<file path="src/wpcm_pkg.sv">
package wpcm_pkg;
  // ----------------------------------------
  // bus geometry
  // ----------------------------------------
  localparam int ADDR_W = 9;
  localparam int SLOTS = 4;
  localparam int WORDS = 4;
  // ----------------------------------------
  // register indexes (byte address = 4 * index)
  // ----------------------------------------
  localparam logic [6:0] IDX_ENABLE = 7'h2A;
  localparam logic [6:0] IDX_STATUS = 7'h2C;
  localparam logic [6:0] IDX_SLOT_BASE = 7'h30;
  localparam logic [6:0] IDX_SLOT_END = 7'h70;
  localparam logic [6:0] IDX_SLOT1_MASK1 = 7'h46;
  localparam logic [6:0] IDX_SLOT1_MASK2 = 7'h48;
  localparam logic [6:0] IDX_SLOT1_MASK3 = 7'h4A;
  localparam logic [6:0] IDX_SLOT2_CRC_LO = 7'h50;
  localparam logic [6:0] IDX_SLOT2_CRC_HI = 7'h52;
  localparam logic [6:0] IDX_SLOT2_MASK0 = 7'h54;
  localparam logic [6:0] IDX_SLOT2_MASK1 = 7'h56;
  localparam logic [6:0] IDX_SLOT2_MASK2 = 7'h58;
  localparam logic [6:0] IDX_SLOT2_MASK3 = 7'h5A;
  localparam logic [6:0] IDX_SLOT3_CRC_LO = 7'h60;
  localparam logic [6:0] IDX_SLOT3_CRC_HI = 7'h62;
  localparam logic [6:0] IDX_SLOT3_MASK0 = 7'h64;
  localparam logic [6:0] IDX_SLOT3_MASK1 = 7'h66;
  // ----------------------------------------
  // fields inside a slot (index low nibble)
  // ----------------------------------------
  localparam logic [3:0] FLD_CRC_LO = 4'h0;
  localparam logic [3:0] FLD_CRC_HI = 4'h2;
  localparam logic [3:0] FLD_MASK3 = 4'hA;
  localparam logic [1:0] MWORD_BIAS = 2'h2;
  localparam logic [1:0] SLOT_BIAS = 2'h1;
  // ----------------------------------------
  // reset values and crc
  // ----------------------------------------
  localparam logic [15:0] RST_HALF = 16'h0000;
  localparam logic [3:0] RST_FLAGS = 4'h0;
  localparam logic [31:0] CRC_INIT = 32'hFFFFFFFF;
  localparam logic [31:0] CRC_POLY = 32'hEDB88320;
  localparam logic [6:0] MATCH_BYTES = 7'h40;
endpackage

</file>
<file path="src/wpcm_matcher.sv">
`timescale 1ns/1ps
`default_nettype none
module wpcm_matcher (
  input wire logic mclk_in,
  input wire logic nrst_in,
  input wire logic psel_in,
  input wire logic penable_in,
  input wire logic pwrite_in,
  input wire logic [wpcm_pkg::ADDR_W-1:0] paddr_in,
  input wire logic [31:0] pwdata_in,
  input wire logic rx_valid_in,
  input wire logic [7:0] rx_data_in,
  input wire logic rx_last_in,
  output logic [31:0] prdata_out,
  output logic pready_out,
  output logic pslverr_out,
  output logic [3:0] wake_match_out,
  output logic wake_event_out
);
  // ----------------------------------------
  // helpers
  // ----------------------------------------
  function automatic logic [31:0] wpcm_crc_byte(input logic [31:0] c, input logic [7:0] d);
    logic [31:0] r;
    r = c ^ {24'h000000, d};
    for (int i = 0; i < 8; i++) begin
      r = r[0] ? ((r >> 1) ^ wpcm_pkg::CRC_POLY) : (r >> 1);
    end
    return r;
  endfunction

  // ----------------------------------------
  // state
  // ----------------------------------------
  logic [15:0] crc_lo_r [wpcm_pkg::SLOTS];
  logic [15:0] crc_hi_r [wpcm_pkg::SLOTS];
  logic [15:0] mask_r [wpcm_pkg::SLOTS][wpcm_pkg::WORDS];
  logic [31:0] crc_r [wpcm_pkg::SLOTS];
  logic [31:0] crc_nxt [wpcm_pkg::SLOTS];
  logic [3:0] enable_r;
  logic [3:0] status_r;
  logic [3:0] match_r;
  logic event_r;
  logic [6:0] cnt_r;
  logic pready_r;
  logic pslverr_r;
  logic [31:0] prdata_r;

  // ----------------------------------------
  // apb decode
  // ----------------------------------------
  wire [6:0] idx = paddr_in[8:2];
  wire aligned = paddr_in[1:0] == 2'h0;
  wire slot_area = idx >= wpcm_pkg::IDX_SLOT_BASE && idx < wpcm_pkg::IDX_SLOT_END;
  wire [1:0] slot = idx[5:4] + wpcm_pkg::SLOT_BIAS;
  wire [3:0] fld = idx[3:0];
  wire [1:0] mword = fld[2:1] - wpcm_pkg::MWORD_BIAS;
  wire fld_ok = !fld[0] && fld <= wpcm_pkg::FLD_MASK3;
  wire hit_en = idx == wpcm_pkg::IDX_ENABLE;
  wire hit_st = idx == wpcm_pkg::IDX_STATUS;
  wire hit_slot = slot_area && fld_ok;
  wire mapped = aligned && (hit_en || hit_st || hit_slot);
  wire setup = psel_in && !penable_in && !pready_r;
  wire done = psel_in && penable_in && pready_r;
  wire wr_ok = done && pwrite_in && mapped;
  wire wr_lo = wr_ok && hit_slot && fld == wpcm_pkg::FLD_CRC_LO;
  wire wr_hi = wr_ok && hit_slot && fld == wpcm_pkg::FLD_CRC_HI;
  wire wr_mask = wr_ok && hit_slot && fld > wpcm_pkg::FLD_CRC_HI;
  wire [3:0] st_clr = (wr_ok && hit_st) ? pwdata_in[3:0] : wpcm_pkg::RST_FLAGS;
  wire [15:0] slot_rd = fld == wpcm_pkg::FLD_CRC_LO ? crc_lo_r[slot] :
                        fld == wpcm_pkg::FLD_CRC_HI ? crc_hi_r[slot] : mask_r[slot][mword];
  wire [31:0] rd_val = !mapped ? 32'h00000000 :
                       hit_en ? {28'h0000000, enable_r} :
                       hit_st ? {28'h0000000, status_r} : {16'h0000, slot_rd};

  // ----------------------------------------
  // apb response
  // ----------------------------------------
  always_ff @(posedge mclk_in or negedge nrst_in) begin
    if (!nrst_in) begin
      pready_r <= 1'b0;
      pslverr_r <= 1'b0;
      prdata_r <= 32'h00000000;
    end else begin
      pready_r <= setup;
      pslverr_r <= setup && !mapped;
      // writes answer zero so stale register data never looks like a read
      prdata_r <= (setup && !pwrite_in) ? rd_val : 32'h00000000;
    end
  end

  always_ff @(posedge mclk_in or negedge nrst_in) begin
    if (!nrst_in) begin
      enable_r <= wpcm_pkg::RST_FLAGS;
    end else if (wr_ok && hit_en) begin
      enable_r <= pwdata_in[3:0];
    end
  end

  // ----------------------------------------
  // frame position
  // ----------------------------------------
  wire rx_fin = rx_valid_in && rx_last_in;
  wire in_win = cnt_r < wpcm_pkg::MATCH_BYTES;
  logic [3:0] sel;
  logic [3:0] hit;

  // count parks at 64, so long frames need no wider counter
  always_ff @(posedge mclk_in or negedge nrst_in) begin
    if (!nrst_in) begin
      cnt_r <= 7'h00;
    end else if (rx_fin) begin
      cnt_r <= 7'h00;
    end else if (rx_valid_in && in_win) begin
      cnt_r <= cnt_r + 7'h01;
    end
  end

  // ----------------------------------------
  // per slot storage and crc
  // ----------------------------------------
  for (genvar s = 0; s < wpcm_pkg::SLOTS; s++) begin : g_slot
    // upper count bits pick the word
    // byte n+1 from bit n%16 of word n/16
    assign sel[s] = in_win && mask_r[s][cnt_r[5:4]][cnt_r[3:0]];
    assign crc_nxt[s] = sel[s] ? wpcm_crc_byte(crc_r[s], rx_data_in) : crc_r[s];
    // full 32-bit compare, gated by enable
    assign hit[s] = enable_r[s] && (~crc_nxt[s] == {crc_hi_r[s], crc_lo_r[s]});

    always_ff @(posedge mclk_in or negedge nrst_in) begin
      if (!nrst_in) begin
        crc_r[s] <= wpcm_pkg::CRC_INIT;
      end else if (rx_fin) begin
        crc_r[s] <= wpcm_pkg::CRC_INIT;
      end else if (rx_valid_in) begin
        crc_r[s] <= crc_nxt[s];
      end
    end

    always_ff @(posedge mclk_in or negedge nrst_in) begin
      if (!nrst_in) begin
        crc_lo_r[s] <= wpcm_pkg::RST_HALF;
        crc_hi_r[s] <= wpcm_pkg::RST_HALF;
      end else begin
        if (wr_lo && slot == 2'(s)) begin
          crc_lo_r[s] <= pwdata_in[15:0];
        end
        if (wr_hi && slot == 2'(s)) begin
          crc_hi_r[s] <= pwdata_in[15:0];
        end
      end
    end

    for (genvar w = 0; w < wpcm_pkg::WORDS; w++) begin : g_word
      // word index picks byte group of sixteen
      always_ff @(posedge mclk_in or negedge nrst_in) begin
        if (!nrst_in) begin
          mask_r[s][w] <= wpcm_pkg::RST_HALF;
        end else if (wr_mask && slot == 2'(s) && mword == 2'(w)) begin
          mask_r[s][w] <= pwdata_in[15:0];
        end
      end
    end
  end

  // ----------------------------------------
  // match outputs
  // ----------------------------------------
  // disabled slots never match
  always_ff @(posedge mclk_in or negedge nrst_in) begin
    if (!nrst_in) begin
      match_r <= wpcm_pkg::RST_FLAGS;
      event_r <= 1'b0;
      status_r <= wpcm_pkg::RST_FLAGS;
    end else begin
      match_r <= rx_fin ? hit : wpcm_pkg::RST_FLAGS;
      event_r <= rx_fin && (|hit);
      // set wins over a same-cycle clear
      status_r <= (status_r & ~st_clr) | (rx_fin ? hit : wpcm_pkg::RST_FLAGS);
    end
  end

  assign prdata_out = prdata_r;
  assign pready_out = pready_r;
  assign pslverr_out = pslverr_r;
  assign wake_match_out = match_r;
  assign wake_event_out = event_r;
endmodule
`default_nettype wire

</file>
<file path="config.mk">
export PLATFORM = sky130hd
export DESIGN_NAME = wpcm_matcher
export DESIGN_NICKNAME = d
export VERILOG_FILES = /design/src/wpcm_pkg.sv /design/src/wpcm_matcher.sv
export SDC_FILE = /design/constraint.sdc
export NUM_CORES = 1
export LEC_CHECK = 0
export BUFFER_PORTS_ARGS = -buffer_cell sky130_fd_sc_hd__buf_2
export CORE_MARGIN = 3
export CORE_UTILIZATION = 59
export CTS_BUF_LIST = sky130_fd_sc_hd__clkbuf_2 sky130_fd_sc_hd__clkbuf_4 sky130_fd_sc_hd__clkbuf_8
export DETAILED_ROUTE_END_ITERATION = 16
export HOLD_SLACK_MARGIN = 0.1
export PLACE_DENSITY = 0.79
export SYNTH_ARGS = -nofsm -noshare
export SYNTH_HDL_FRONTEND = slang
export SYNTH_SLANG_ARGS = --single-unit
</file>
<file path="constraint.sdc">
create_clock -name mclk_in -period 4.06 [get_ports mclk_in]
set_input_delay 0 -clock mclk_in [delete_from_list [all_inputs] [get_ports mclk_in]]
set_output_delay 0 -clock mclk_in [all_outputs]
set_load 0.02 [all_outputs]
</file>
==> run_results.csv <==
group,metric,value,unit
synth,synth_ff_type,"dfrtp_1",
synth,synth.mux.area_fraction,29.3,%
sta,finalMaxSlewViolations,0,
sta,rsz0062_at_grt,"true",
sta,setup_slack,-0.204,ns
global_routing,grt_use_total,36.1,%
routing,antenna_left,0,
critical_path,endpoint_kind,"flip-flop",
routing,wire_per_inst,29.3,um
critical_path,worstPathCellList,"buf_12 > buf_6 > mux4_2 > mux4_2 > nor2_4 > nor4_4 > or2_4 > buf_6 > buf_4 > mux2i_1 > xnor2_1 > nor4_1 > nand4_1 > or4_4 > a41oi_2",
routing,num_vias,23867,
cts,cts-root-buf,"clkbuf_8",
synth,synth_xor_xnor_area_share,11.2,%
synth,synth_top_family_by_area,"multiplexers",
synth,synth_compound_area_share,8.87,%
cts,clock_latency,0.72,ns
floorplan,die_w,241,um
finish,final_core_util,68.8,%
synth,syn_area,32500,um2
power,ir_drop,442,uV
placement,gp_congestion,0.976,
routing,dr.pass1.iters,6,
synth,ys_ff_latch,550,
synth,yosys_warnings,0,
synth,synthCells,2573,
synth,synth_area_per_cell,12.6,um2
finish,drive_gt1_share,40.6,%
cts,clk_pin_slew,0.06,ns
global_routing,grt_pass1_wl,156000,um
outcome,status,"finished, violations left",
global_routing,grt_pass1_vias,24569,
critical_path,start_kind,"flip-flop",
outcome,violations,"setup timing",
critical_path,worstPathArrival,4.87,ns
synth,async_reset_ff_share,100,%
routing,via_per_inst,6.74,
critical_path,critPathSlowestCell,"or4_4",
placement,port_buffers,62,
floorplan,die_area,57900,um2
placement,hpwl,71400,um
flow_run,drv_cap,0,
critical_path,crit_fanout,13,
cts,cts_buffers,94,
power,p_leak,0.0164,uW
sta,finalClockSkew,0.0354,ns
floorplan,die_y,241,um
routing,drtIter0Drc,2405,
power,p_per_area,585,nW/um2
sta,setup_violations,8,
critical_path,max_stage_delay,0.59,ns
routing,drc_errors,0,
critical_path,cp.required,4.67,ns
global_routing,grt_antenna_before_repair,3,
sta,holdWs,0.160,ns
sta,setup_tns,-0.811,ns
synth,ys_types,73,
finish,layout-area-overhead-vs-synth,14.8,%
cts,htree_levels,3,
synth,yosys.area_share.adder,0.231,%
global_routing,grt.overflow.total,0,
critical_path,worstSetupPathType,"reg2reg",
cts,clock_sinks,550,
floorplan,rows,85,
routing,routed_wl,104000,um
sta,hold_violations,0,
sta,tightestPinTransition,1.19,ns
synth,synth_edf_count,0,
cts,cts_tree,"built",
floorplan,ios,95,
hold_path,hold_class,"in2reg",
global_routing,grt_max_degree,103,
synth,yosys.area_share.simple,3.95,%
synth,seq_area_frac_synth,42.9,%
sta,finalCritPeriodShare,105,%
floorplan,start_util,60.0,%
finish,finalNetCount,2831,
cts,clk_path_buf_depth,3,
floorplan,core_area,54100,um2
sta,fmax,235,MHz
finish,fill_cells,3727,
sta,final.min_clock_period,4.26,ns
sta,relSlewSlack,20.3,%
-- synth_stat cells, types with 4 or more instances --
master,count,share of area [%]
and2_1,13,0.25
mux4_2,168,12
o221ai_1,5,0.13
inv_1,44,0.51
nand2_1,69,0.80
nand3_1,9,0.14
buf_6,9,0.31
buf_2,17,0.26
nor3_1,11,0.17
xor2_1,137,3.7
o2111ai_1,4,0.11
dfstp_2,128,10
dfrtp_1,422,33
buf_1,18,0.21
a211oi_1,21,0.49
nor2_1,112,1.3
clkbuf_1,137,1.6
nor4_1,14,0.27
a22oi_1,18,0.42
xnor3_1,4,0.28
buf_4,26,0.60
nand4_1,16,0.31
mux2_2,385,13
o22a_1,165,4.5
xnor2_1,267,7.2
o21ai_0,47,0.72
mux4_1,4,0.32
mux2i_1,128,3.9
a21oi_1,84,1.3
a221oi_1,7,0.19
ha_1,6,0.23
o22ai_1,12,0.23
-- layout make-up --
class / instances / area (um2) / share of cell area [%]
Timing Repair Buffer: 293 / 2450 / 6.57
Sequential cell: 550 / 13900 / 37.4
Antenna cell: 2 / 5.00 / 0.0134
Clock buffer: 146 / 1820 / 4.89
Tap cell: 696 / 871 / 2.34
Clock inverter: 26 / 344 / 0.923
Multi-Input combinational cell: 1785 / 17700 / 47.4
Inverter: 45 / 169 / 0.453
-- power by group --
group	switching, uW	leakage, uW	internal (uW)
Combinational	5090	0.00805	4160
Clock	2430	0.00115	3320
Sequential	616	0.00723	6180
Total	8130	0.0164	13700
-- worst max-delay path: cells and delay by family, from the launching register on --
family | cells | cell delay [ns]
muxes | 3 | 1.09
and+or+nand+nor | 6 | 1.59
xor gates and xnor gates | 1 | 0.14
AOI/OAI and AO/OA | 1 | 0.20
buffers and inverters | 4 | 0.63
DFF | 1 | 0.50
-- layer usage --
metal | vias to the layer above | track usage, % | share of wire, %
met5 | - | 0 | 0.013
met2 | 1343 | 58.0 | 47
met1 | 12250 | 46.1 | 37
met3 | 376 | 7.62 | 8.6
met4 | 2 | 20.0 | 6.6
li1 | 9896 | - | -
-- registers in the layout (all words and copies together), names as in the netlist --
register and flops:
prdata_out 16, pslverr_out 1, pready_out 1, wake_match_out 4
crc_r 128, status_r 4, crc_hi_r 64, cnt_r 7
enable_r 4, mask_r 256, wake_event_out 1, crc_lo_r 64
-- cells by family after synthesis --
group | count (synthesis)
other | 1
xor gates and xnor gates | 408
buffers and inverters | 253
muxes | 686
AOI/OAI and AO/OA | 394
DFF | 550
adders and majority gates | 6
and+or+nand+nor | 275
-- cell usage in the layout (no fill, tap or decap), drive strengths merged, types with 3 or more instances in the layout --
cell,instances
a221oi,8
o2111ai,4
xor2,137
mux2,386
mux2i,128
o221ai,5
nor2,112
and3,3
dfrtp,422
nor4,15
ha,6
or4,4
nor2b,3
a211oi,21
or3,3
xnor3,4
conb,16
clkbuf,147
dfstp,128
a22oi,18
clkinv,16
buf,252
inv,46
a31oi,3
a21o,3
nand3,9
nor3,11
nand4,16
bufinv,7
a21oi,84
and2,14
dlygate4sd3,40
xnor2,267
mux4,172
nand2b,3
or2,4
o22ai,12
nand2,69
o21ai,49
o22a,165
-- final timing paths --
| kind | start | to | slack (ns) | depth (start not counted) |
|---|---|---|---|---|
| max in group asynchronous | nrst_in | mask_r[11]$_DFFE_PN0P_ | 2.76 | 4 |
| min in group asynchronous | nrst_in | crc_r[73]$_DFFE_PN1P_ | 0.65 | 3 |
| worst min-delay path | paddr_in[6] | crc_hi_r[51]$_DFFE_PN0P_ | 0.16 | 5 |
| worst min register to register | crc_r[83]$_DFFE_PN1P_ | crc_r[83]$_DFFE_PN1P_ | 0.51 | 2 |
| worst max register to register | cnt_r[4]$_DFFE_PN0P_ | wake_event_out$_DFF_PN0_ | -0.20 | 15 |
| worst max-delay path | cnt_r[4]$_DFFE_PN0P_ | wake_event_out$_DFF_PN0_ | -0.20 | 15 |
-- timing repair --
item / 4_1_cts / 5_1_grt
gates resized for setup: 21 / 31
hold buffers: 42 / 0
pin swaps: 3 / 19
cloned: 0 / 1
endpoints found under the setup margin: 8 / 10
buffers inserted: 4 / 13
endpoints found under the hold margin: 890 / 0
-- through the flow --
step | worst slack, ns | total power (uW) | cells | instance area [um2]
detailed placement | -0.375 | 15700 | 3309 | 34200
CTS | -0.0972 | 21600 | 3527 | 37000
global route | -0.254 | 22800 | 3542 | 37300
finish | -0.204 | 21800 | 3543 | 37300
floorplan | 0.112 | 13200 | 2588 | 32500
global placement | -0.222 | 15600 | 3309 | 34200
Note: power is estimated with default switching activity, not from simulation.
